===== config.mk =====
export PLATFORM = sky130hd
export DESIGN_NAME = fam_alert_manager
export DESIGN_NICKNAME = d
export VERILOG_FILES = /design/src/pkg/fam_pkg.sv /design/src/rtl/fam_btn_sync.sv /design/src/rtl/fam_text_rom.sv /design/src/rtl/fam_alert_manager.sv
export SDC_FILE = /design/constraint.sdc
export NUM_CORES = 2
export LEC_CHECK = 0
export CORE_MARGIN = 2
export CORE_UTILIZATION = 30
export CTS_CLUSTER_DIAMETER = 120
export DETAILED_ROUTE_END_ITERATION = 6
export DONT_BUFFER_PORTS = 1
export HOLD_SLACK_MARGIN = 0.03
export PLACE_DENSITY = 0.4
export SLEW_MARGIN = 20
export SYNTH_ARGS = -nofsm -noshare
export SYNTH_HDL_FRONTEND = slang
export SYNTH_MEMORY_MAX_BITS = 65536
export SYNTH_SLANG_ARGS = --single-unit

===== constraint.sdc =====
create_clock -name CLK -period 87.6 [get_ports CLK]
set_input_delay 4.38 -clock CLK [delete_from_list [all_inputs] [get_ports CLK]]
set_output_delay 4.38 -clock CLK [all_outputs]
set_load 0.01 [all_outputs]

===== src/pkg/fam_pkg.sv =====
package fam_pkg;

    // ==========================================
    // Alert sources
    // ==========================================
    localparam int NUM_SRC = 12;
    localparam int SRC_W = 4;
    localparam int TEXT_CHARS = 32;
    localparam int TEXT_W = TEXT_CHARS * 8;
    localparam int ENG_W = 2;

    // Source indices: red class first, then amber class
    localparam logic [SRC_W-1:0] SRC_GND_PROX = 4'h0;
    localparam logic [SRC_W-1:0] SRC_NEVER_EXCEED = 4'h1;
    localparam logic [SRC_W-1:0] SRC_AP_DISENGAGE = 4'h2;
    localparam logic [SRC_W-1:0] SRC_MAN_PRES = 4'h3;
    localparam logic [SRC_W-1:0] SRC_RPM = 4'h4;
    localparam logic [SRC_W-1:0] SRC_DOOR = 4'h5;
    localparam logic [SRC_W-1:0] SRC_GEAR = 4'h6;
    localparam logic [SRC_W-1:0] SRC_WING_FLAPS = 4'h7;
    localparam logic [SRC_W-1:0] SRC_COWL_FLAPS = 4'h8;
    localparam logic [SRC_W-1:0] SRC_TRIM = 4'h9;
    localparam logic [SRC_W-1:0] SRC_AUX_PUMPS = 4'hA;
    localparam logic [SRC_W-1:0] SRC_STALL_MARGIN = 4'hB;

    // Sources 0..2 are red warnings, the rest amber cautions
    localparam logic [NUM_SRC-1:0] WARN_CLASS_MASK = 12'h007;

    // Engine qualifier codes
    localparam logic [ENG_W-1:0] ENG_NONE = 2'h0;
    localparam logic [ENG_W-1:0] ENG_LEFT = 2'h1;
    localparam logic [ENG_W-1:0] ENG_RIGHT = 2'h2;
    localparam logic [ENG_W-1:0] ENG_BOTH = 2'h3;

    // Blank display slot code
    localparam logic [SRC_W-1:0] SRC_IDLE = 4'hF;

    // Light flash half period
    localparam int CLK_HZ = 20000000;
    localparam int FLASH_HALF_MS = 250;
    localparam int FLASH_HALF_CYC = CLK_HZ / 1000 * FLASH_HALF_MS;

    // Message classes
    typedef enum logic [1:0] {
        CLS_NONE = 2'b00,
        CLS_UNACK_WARN = 2'b01,
        CLS_UNACK_CAUT = 2'b11,
        CLS_ACKED = 2'b10
    } fam_class_t;

endpackage


===== src/rtl/fam_btn_sync.sv =====
`timescale 1ns/1ps
module fam_btn_sync (
    input wire logic clk,
    input wire logic reset,
    input wire logic btn,
    output logic press
);
    logic s1_q;
    logic s2_q;
    logic s3_q;
    wire rise = s2_q & ~s3_q;

    always_ff @(posedge clk) begin
        if (reset) begin
            s1_q <= 1'b0;
            s2_q <= 1'b0;
            s3_q <= 1'b0;
            press <= 1'b0;
        end else begin
            s1_q <= btn;
            s2_q <= s1_q;
            s3_q <= s2_q;
            press <= rise;
        end
    end
endmodule


===== src/rtl/fam_text_rom.sv =====
`timescale 1ns/1ps
module fam_text_rom (
    input wire logic clk,
    input wire logic [fam_pkg::SRC_W-1:0] src,
    input wire logic [fam_pkg::ENG_W-1:0] eng,
    output logic [fam_pkg::TEXT_W-1:0] text
);
    localparam int TW = fam_pkg::TEXT_W;
    logic [TW-1:0] base;
    logic [TW-1:0] qual;
    logic [TW-1:0] line;

    // Message text per source, left justified and space padded
    always_comb begin
        case (src)
            fam_pkg::SRC_GND_PROX: base = {"GROUND PROXIMITY", {16{" "}}};
            fam_pkg::SRC_NEVER_EXCEED: base = {"NEVER EXCEED AIRSPEED", {11{" "}}};
            fam_pkg::SRC_AP_DISENGAGE: base = {"AUTOPILOT DISENGAGE", {13{" "}}};
            fam_pkg::SRC_MAN_PRES: base = {"HI MAN PRES", {21{" "}}};
            fam_pkg::SRC_RPM: base = {"HI RPM", {26{" "}}};
            fam_pkg::SRC_DOOR: base = {"DOOR NOT LATCHED", {16{" "}}};
            fam_pkg::SRC_GEAR: base = {"LDG GEAR", {24{" "}}};
            fam_pkg::SRC_WING_FLAPS: base = {"WING FLAPS", {22{" "}}};
            fam_pkg::SRC_COWL_FLAPS: base = {"COWL FLAPS CLOSED", {15{" "}}};
            fam_pkg::SRC_TRIM: base = {"OUT OF TRIM", {21{" "}}};
            fam_pkg::SRC_AUX_PUMPS: base = {"AUX FUEL PUMPS OFF", {14{" "}}};
            fam_pkg::SRC_STALL_MARGIN: base = {"1.2 VSTALL", {22{" "}}};
            default: base = {32{" "}};
        endcase
    end

    // Engine suffix in the last three characters
    always_comb begin
        case (eng)
            fam_pkg::ENG_LEFT: qual = {{29{" "}}, " LE"};
            fam_pkg::ENG_RIGHT: qual = {{29{" "}}, " RE"};
            fam_pkg::ENG_BOTH: qual = {{29{" "}}, " BE"};
            default: qual = {32{" "}};
        endcase
    end

    assign line = (eng == fam_pkg::ENG_NONE) ? base : {base[TW-1:24], qual[23:0]};

    always_ff @(posedge clk) begin
        text <= line;
    end
endmodule


===== src/rtl/fam_alert_manager.sv =====
`timescale 1ns/1ps
module fam_alert_manager #(
    parameter int NUM_SRC = fam_pkg::NUM_SRC,
    parameter int FLASH_HALF_CYC = fam_pkg::FLASH_HALF_CYC
) (
    input wire logic CLK,
    input wire logic RESET,
    input wire logic [NUM_SRC-1:0] COND_ACTIVE,
    input wire logic [2*NUM_SRC-1:0] COND_ENGINE,
    input wire logic MESSAGE_ACKNOWLEDGE_BUTTON,
    output logic RED_LIGHT,
    output logic AMBER_LIGHT,
    output logic [fam_pkg::TEXT_W-1:0] CONTROL_DISPLAY_UNIT_TEXT,
    output logic [fam_pkg::SRC_W-1:0] SHOWN_SOURCE,
    output logic [1:0] SHOWN_CLASS
);
    localparam int SW = fam_pkg::SRC_W;
    // Wide stamps so arrival order survives long runs before the counter saturates
    localparam int AW = 16;
    localparam int FW = $clog2(FLASH_HALF_CYC + 1);

    // ==========================================
    // Input synchronisers
    // ==========================================
    logic [NUM_SRC-1:0] act_s1_q;
    logic [NUM_SRC-1:0] act_q;
    logic [2*NUM_SRC-1:0] eng_s1_q;
    logic [2*NUM_SRC-1:0] eng_q;
    logic ack_press;

    always_ff @(posedge CLK) begin
        if (RESET) begin
            act_s1_q <= '0;
            act_q <= '0;
            eng_s1_q <= '0;
            eng_q <= '0;
        end else begin
            act_s1_q <= COND_ACTIVE;
            act_q <= act_s1_q;
            eng_s1_q <= COND_ENGINE;
            eng_q <= eng_s1_q;
        end
    end

    fam_btn_sync u_btn (
        .clk(CLK),
        .reset(RESET),
        .btn(MESSAGE_ACKNOWLEDGE_BUTTON),
        .press(ack_press)
    );

    // ==========================================
    // Per-source class and arrival order
    // ==========================================
    // Each source holds one class code and an age stamp; smaller stamp is older.
    fam_pkg::fam_class_t cls_q [NUM_SRC];
    logic [AW-1:0] age_q [NUM_SRC];
    logic [AW-1:0] cnt_q;
    logic [NUM_SRC-1:0] is_warn;
    logic [NUM_SRC-1:0] is_caut;
    logic [NUM_SRC-1:0] is_ack;
    logic [NUM_SRC-1:0] rise;
    logic [NUM_SRC-1:0] fall;
    logic [NUM_SRC-1:0] stamped;

    genvar g;
    generate
        for (g = 0; g < NUM_SRC; g++) begin : g_cls
            assign is_warn[g] = (cls_q[g] == fam_pkg::CLS_UNACK_WARN);
            assign is_caut[g] = (cls_q[g] == fam_pkg::CLS_UNACK_CAUT);
            assign is_ack[g] = (cls_q[g] == fam_pkg::CLS_ACKED);
            assign stamped[g] = (cls_q[g] != fam_pkg::CLS_NONE);
            assign rise[g] = act_q[g] & ~stamped[g];
            assign fall[g] = ~act_q[g] & stamped[g];
        end
    endgenerate

    // ==========================================
    // Oldest selection per class
    // ==========================================
    logic [SW-1:0] old_warn;
    logic [SW-1:0] old_caut;
    logic [SW-1:0] top_ack;
    logic [SW-1:0] next_ack;
    logic any_warn;
    logic any_caut;
    logic any_ack;
    logic [SW-1:0] shown_q;
    logic [AW-1:0] shown_age;

    assign shown_age = (shown_q < SW'(NUM_SRC)) ? age_q[shown_q] : '0;

    always_comb begin
        logic [AW-1:0] bw;
        logic [AW-1:0] bc;
        logic [AW-1:0] ba;
        logic [AW-1:0] bn;
        bw = '1;
        bc = '1;
        ba = '1;
        bn = '1;
        old_warn = fam_pkg::SRC_IDLE;
        old_caut = fam_pkg::SRC_IDLE;
        top_ack = fam_pkg::SRC_IDLE;
        next_ack = fam_pkg::SRC_IDLE;
        any_warn = 1'b0;
        any_caut = 1'b0;
        any_ack = 1'b0;
        for (int i = 0; i < NUM_SRC; i++) begin
            if (is_warn[i] && act_q[i] && (!any_warn || age_q[i] < bw)) begin
                bw = age_q[i];
                old_warn = SW'(i);
                any_warn = 1'b1;
            end
            if (is_caut[i] && act_q[i] && (!any_caut || age_q[i] < bc)) begin
                bc = age_q[i];
                old_caut = SW'(i);
                any_caut = 1'b1;
            end
            // Stack order only, no class priority
            if (is_ack[i] && act_q[i] && (!any_ack || age_q[i] < ba)) begin
                ba = age_q[i];
                top_ack = SW'(i);
                any_ack = 1'b1;
            end
            // Next entry below the shown one
            if (is_ack[i] && act_q[i] && age_q[i] > shown_age && (next_ack == fam_pkg::SRC_IDLE || age_q[i] < bn)) begin
                bn = age_q[i];
                next_ack = SW'(i);
            end
        end
    end

    // ==========================================
    // Display selection
    // ==========================================
    logic stack_mode_q;
    wire shown_is_ack = (shown_q < SW'(NUM_SRC)) && is_ack[shown_q] && act_q[shown_q];
    wire step_ack = ack_press && !any_warn && !any_caut && shown_is_ack && stack_mode_q;
    wire [SW-1:0] step_target = (next_ack != fam_pkg::SRC_IDLE) ? next_ack : top_ack;
    wire [SW-1:0] ack_target = any_warn ? old_warn : old_caut;
    wire do_ack = ack_press && (any_warn || any_caut);
    logic [SW-1:0] sel_d;

    always_comb begin
        if (any_warn) begin
            sel_d = old_warn;
        end else if (any_caut) begin
            sel_d = old_caut;
        end else if (step_ack) begin
            sel_d = step_target;
        end else if (shown_is_ack && stack_mode_q) begin
            sel_d = shown_q;
        end else begin
            sel_d = top_ack;
        end
    end

    // ==========================================
    // Class update
    // ==========================================
    // Messages follow their conditions
    generate
        for (g = 0; g < NUM_SRC; g++) begin : g_upd
            wire acked_now = do_ack && (ack_target == SW'(g));
            always_ff @(posedge CLK) begin
                if (RESET) begin
                    cls_q[g] <= fam_pkg::CLS_NONE;
                    age_q[g] <= '0;
                end else if (fall[g]) begin
                    cls_q[g] <= fam_pkg::CLS_NONE;
                end else if (rise[g]) begin
                    cls_q[g] <= fam_pkg::WARN_CLASS_MASK[g] ? fam_pkg::CLS_UNACK_WARN : fam_pkg::CLS_UNACK_CAUT;
                    age_q[g] <= cnt_q;
                end else if (acked_now) begin
                    cls_q[g] <= fam_pkg::CLS_ACKED;
                    age_q[g] <= cnt_q;
                end
            end
        end
    endgenerate

    // Stamp counter, restarts when nothing is held
    wire stamp_use = (|rise) || do_ack;
    always_ff @(posedge CLK) begin
        if (RESET) begin
            cnt_q <= '0;
        end else if (~|stamped && ~|rise) begin
            cnt_q <= '0;
        end else if (stamp_use && cnt_q != '1) begin
            cnt_q <= cnt_q + AW'(1);
        end
    end

    // ==========================================
    // Lights
    // ==========================================
    logic [FW-1:0] flash_cnt_q;
    logic flash_q;

    always_ff @(posedge CLK) begin
        if (RESET) begin
            flash_cnt_q <= '0;
            flash_q <= 1'b0;
        end else if (flash_cnt_q == FW'(FLASH_HALF_CYC - 1)) begin
            flash_cnt_q <= '0;
            flash_q <= ~flash_q;
        end else begin
            flash_cnt_q <= flash_cnt_q + FW'(1);
        end
    end

    wire red_d = any_warn && !(do_ack && ack_target == old_warn && !(|(is_warn & act_q & ~(WARN_SEL(old_warn)))))
        && flash_q;
    wire amber_d = any_caut && flash_q;

    function automatic logic [NUM_SRC-1:0] WARN_SEL(input logic [SW-1:0] s);
        WARN_SEL = '0;
        if (s < SW'(NUM_SRC)) begin
            WARN_SEL[s] = 1'b1;
        end
    endfunction

    // ==========================================
    // Outputs
    // ==========================================
    logic [SW-1:0] text_src;
    logic [fam_pkg::ENG_W-1:0] text_eng;
    logic [fam_pkg::TEXT_W-1:0] text_line;

    assign text_src = shown_q;
    assign text_eng = (shown_q < SW'(NUM_SRC)) ? eng_q[2*shown_q +: 2] : fam_pkg::ENG_NONE;

    fam_text_rom u_rom (
        .clk(CLK),
        .src(text_src),
        .eng(text_eng),
        .text(text_line)
    );

    always_ff @(posedge CLK) begin
        if (RESET) begin
            shown_q <= fam_pkg::SRC_IDLE;
            stack_mode_q <= 1'b0;
            RED_LIGHT <= 1'b0;
            AMBER_LIGHT <= 1'b0;
            SHOWN_CLASS <= 2'b00;
        end else begin
            shown_q <= sel_d;
            // Entering stack view starts at top
            stack_mode_q <= !any_warn && !any_caut;
            RED_LIGHT <= red_d;
            AMBER_LIGHT <= amber_d && !any_warn ? amber_d : (any_caut && flash_q);
            SHOWN_CLASS <= (shown_q < SW'(NUM_SRC)) ? cls_q[shown_q] : fam_pkg::CLS_NONE;
        end
    end

    assign SHOWN_SOURCE = shown_q;
    assign CONTROL_DISPLAY_UNIT_TEXT = text_line;
endmodule


# Word level (Yosys, flattened, before mapping)
# Memories as Yosys holds them, arrays and structs flattened. A register that Yosys moved wholly into a read port is not among the register bits.
# Index checks and enable logic that the tools add are counted.
[word_totals] mem_bits_ro=2160 wordCells=842 latch_bits=0 ram_bits=216 regBits=379 inputBits=39 out_inout_bits=264 memories=3
[memory_table] memory="(name not given)" depth=16 width=135 rd=1 rd_clocked_by_memory_dff=1 write_ports=0 line="fam_text_rom.sv:15" source="case (src)"
[memory_table] memory="age_q" depth=12 width=16 rd=13 rd_clocked_by_memory_dff=1 write_ports=12 line="fam_alert_manager.sv:57" source="logic [AW-1:0] age_q [NUM_SRC];"
[memory_table] memory="cls_q" depth=12 width=2 rd=13 rd_clocked_by_memory_dff=1 write_ports=12 line="fam_alert_manager.sv:56" source="fam_pkg::fam_class_t cls_q [NUM_SRC];"
[classes] add_sub_neg=2 n_shift=1 n_eq_ne=66 n_div=0 n_reduce_logical=226 n_bitwise=115 order_cmp=61 multipliers=0 muxes=352
[ops] op="16-bit two-way mux" count=69
[ops] op="16-bit < comparator" count=44
[ops] op="4-bit two-way mux" count=56
[ops] op="16-bit > comparator" count=12
[ops] op="1-bit two-way mux" count=184
[ops] op="1-bit logical AND" count=121
[ops] op="2-bit two-way mux" count=37
[ops] op="4-bit == test, second input constant" count=15
[ops] op="1-bit OR" count=60
[ops] op="2-bit == test, second input constant" count=26
[ops] op="1-bit logical OR" count=46
[ops] op="15-bit case mux with 3 select lines" count=1
[ops] op="1-bit zero test" count=39
[ops] op="12-bit OR reduction" count=3
[ops] op="1-bit inverter" count=27
[ops] op="2-bit by 1-bit == test with 1-bit output, second input constant" count=13
[ops] op="1-bit bitwise AND" count=25
[ops] op="12-bit bitwise AND" count=2
[ops] op="24-bit two-way mux" count=1
[ops] op="2-bit nonzero test" count=12
[ops] op="24-bit by 6-bit indexed part select with 2-bit output" count=1
[ops] op="23-bit by 1-bit adder with 23-bit output, second input constant" count=1
[ops] op="23-bit == test, second input constant" count=1
[ops] op="16-bit by 1-bit adder with 16-bit output, second input constant" count=1
[ops] op="other kinds (16)" count=26

# Longest topological paths before layout
# An unclocked memory read counts as a cell.
[logic_depth] word_depth=61 mapped_depth=191 ltp_nobuf=173

# Hierarchy
# From an unflattened synthesis, not the netlist that was laid out.
[hier_totals] hier_cells=6008 hier_area_um2=49804.0
[by_module_without_submodules] mod="fam_alert_manager" n_inst=1 cells_per_inst=5505 area_each_um2=45082.0
[by_module_without_submodules] mod="fam_text_rom" n_inst=1 cells_per_inst=495 area_each_um2=4610.7
[by_module_without_submodules] mod="fam_btn_sync" n_inst=1 cells_per_inst=8 area_each_um2=111.4

# Worst setup path after synthesis
# Ideal clock, no wire load.
[synth_path] path_kind="reg2reg" startpoint="reg (tool-made name)" endpoint="reg shown_q[2] (netlist: SHOWN_SOURCE[2])" slack_ns=56.782 n_path_buf=21 period_less_slack_ns=30.818 arrival_ns=30.700 path_stages_with_launch=185 path_cell_list="dfxtp_1 > buf_1 > buf_1 > mux4_2 > a221oi_1 > ha_1 > nor2b_1 > o211ai_1 > a21o_1 > nand3_2 > nand2_1 > clkbuf_1 > nor2_1 > ha_1 > and4_1 > and2_1 > a221o_1 > and2_1 > [149 not listed] > buf_1 > a21oi_1 > ha_1 > a21oi_1 > nor2b_1 > o21ai_0 > nand2b_1 > a21oi_1 > nor2b_1 > o21ai_0 > nand2b_1 > a21oi_1 > o21ai_0 > nand2b_1 > a21oi_1 > a311oi_2 > o311ai_1 > a21o_1"
[synth_lines] element="end signal: assignment" line="fam_alert_manager.sv:243" source="shown_q <= fam_pkg::SRC_IDLE;"
[synth_lines] element="end signal: assignment" line="fam_alert_manager.sv:249" source="shown_q <= sel_d;"
[synth_lines] element="end: declaration" line="fam_alert_manager.sv:88" source="logic [SW-1:0] shown_q;"

==> reports/qor.txt <==
Status - finished, final reports clean
Layout cells sized above 1 - 0.102
Die height - 409 microns
Area fraction of the dominant cell type after synthesis - 0.216
Total clock sinks - 454
Slew headroom - 0.164
Initial Utilization - 0.302
Core region area - 0.163 sq mm
Most frequent cells in the layout - ha_1 (849), nor2_1 (488), a21oi_1 (486)
First-pass GRT wire length - 336 mm
Max Clock Freq - 0.0281 GHz
Initial antenna violation count - 16
Commonest non-fill, non-tap cell in the layout - ha_1
Largest cells by area after synthesis - ha_1 (22%), edfxtp_1 (13%), dfxtp_1 (9.7%), a21oi_1 (5.0%), o21ai_0 (4.0%)
Maximum clock path buffer count - 3
Hold EP - u_btn.press
Critical Path Most Common Cell - a21oi_1
Synth unique cells - 106
RSZ-0062 raised after global routing - false
Count of input and output buffers - 0
Yosys warns - 0
Io pins - 303
Die ar. - 0.167 sq mm
Setup TNS - 0 ns
CTS HTree Levels - 2
Max rail drop VDD - 0.0192 mV
Final core occ - 0.334
Average size of a mapped cell - 8.29 sq um
Synthesis-to-layout area growth - 10.5%
Yosys reg bits - 454
Main synth FF type - dfxtp_1
Global route overflow - 0
Leakage - 27.5 nW
Post-synth EDFFs - 216
# placed instances - 8,118
Final GP Congestion - 0.968
Largest net degree at the start of global routing - 118
Vias per std cell - 5.59
Clock transition at path regs - 0.06 ns
Worst Path Required - 88.14 ns
Mapped cell area - 0.0493 sq mm
Setup CP Type - register to register
Post-Place Worst Slack - 52.66 ns
Number of global-route vias before repair - 43,100
Residual DRC - 0
Minimum clock period - 35.57 ns
DR vias - 46,000
Hold buffers post-CTS - 0
Critical Path Max Stage Delay - 0.89 ns
Final Hold Vio Count - 0
Hold Crit Depth - 1
Worst-margin pin slew - 1.24 ns
Number of fill cells - 17,100
Synth area leader - ha_1
CTS tree - done
Sequential fraction of the synthesis area - 0.228
Cells after synthesis - 5,940
Root Driver - clkbuf_16
Pwr/cell area - 15.4 mW/mm^2
Overall global routing resource usage - 0.280
R2R Setup Slk - 52.03 ns
Max-Cap Viols - 0
Non-filler cells, final - 8,227
1st-pass router iterations - 5
Startpoint Class - register
Post-synth ARST share - 0
Crit path capture type - register
Period utilization - 0.406
Final setup fails - 0
Worst Hold Class - register to register
Fin nets - 6,890
Detailed placement HPWL - 195 mm
Clock Latency Late Sink - 0.70 ns
Wire per inst - 29.5 microns
R2R cell count - 164
Clk_skew - 0.0573 ns
DRT Wirelength - 243 mm
Crit Path Max Fanout - 39
Max stage delay cell, worst path - and2_1
# resized after CTS - 0
Max-slew violations - 0
Worst Hold Launch - u_btn.s3_q
Worst EP arrival - 36.11 ns
1st-iter DRT viols - 4,754
Minimum hold slack - 0.393 ns
Post-CTS setup buffers - 0
Slack of the critical path - 52.03 ns
Total CTS buffers - 57
Die Width - 409 microns
# rows - 148
Final ANT Viol Nets - 0
-- state kept, by name, indices dropped and copies added, names as in the netlist, 12 cells and up, named ones only --
signal       count
act_q           12
act_s1_q        12
age_q          192
cls_q           24
cnt_q           16
eng_q           24
eng_s1_q        24
flash_cnt_q     23
u_rom.text     109
-- how the worst max path moves through the flow --
stage	cells past startpoint	from	end	slack, ns
detailed placement	164	register	register	52.66
global placement	168	register	register	52.97
finish	164	register	register	52.03
floorplan	184	register	SHOWN_SOURCE[2]	56.78
CTS	164	register	register	52.55
global route	169	register	register	49.51
-- synth_stat cells, types with 81 or more instances --
cell type / n
nand4_1: 163
mux2i_1: 158
clkbuf_1: 168
inv_1: 477
nor3_1: 84
dfxtp_1: 238
and2_1: 121
a21oi_1: 489
nand2b_1: 102
mux2_2: 125
nor2_1: 494
o21ai_0: 395
nand2_1: 442
a21o_1: 146
buf_4: 148
ha_1: 849
nand3_1: 81
o21a_1: 87
edfxtp_1: 216
nor2b_1: 294
-- worst max-delay path, delay by kind of cell (launching register included) --
family	cells	cell delay, ns
AOI/OAI and AO/OA	78	16.76
and+or+nand+nor	57	9.99
adders and majority gates	12	3.59
buffers and inverters	13	2.81
muxes	4	1.71
DFF	1	0.46
-- power by group --
| group | switching (mW) | total, mW | internal [mW] |
|---|---|---|---|
| clock | 0.103 | 0.239 | 0.136 |
| sequential | 0.0236 | 0.266 | 0.243 |
| combinational | 0.220 | 0.333 | 0.113 |
-- through the flow --
stage | power, mW | area [sq um]
global route | 0.882 | 54400
CTS | 0.839 | 54400
floorplan | 0.468 | 49700
global placement | 0.595 | 52500
finish | 0.839 | 54400
detailed placement | 0.596 | 52500
-- kinds of logic after synthesis --
group / after synthesis / synth area share
other: 2 / 0.000152
buffers and inverters: 832 / 0.0752
adder cells (fa/ha/maj): 856 / 0.217
XOR/XNOR: 48 / 0.00853
flip-flops: 454 / 0.228
AND/OR/NAND/NOR: 1963 / 0.201
AO/OA/AOI/OAI: 1434 / 0.179
multiplexers: 351 / 0.0908
-- cell type report --
cell class | instances | area [sq um] | area share
Multi-Input combinational cell | 4763 | 34900 | 0.641
Clock buffer | 81 | 1660 | 0.0305
Timing Repair Buffer | 247 | 1850 | 0.0341
Clock inverter | 25 | 248 | 0.00455
Inverter | 479 | 1800 | 0.0330
Tap cell | 2175 | 2720 | 0.0500
Sequential cell | 454 | 11300 | 0.207
Antenna cell | 3 | 7.51 | 0.000138
-- per-layer routing --
metal / vias to the layer above / wire length [microns] / share of wire / GRT usage
met1: 22500 / 117000 / 0.48 / 0.415
li1: 21300 / - / - / -
met5: - / 0 / 0 / 0
met3: 286 / 16200 / 0.067 / 0.0396
met2: 1815 / 103000 / 0.42 / 0.421
met4: 0 / 6610 / 0.027 / 0.0737
Power figures use the tool's default switching activity.
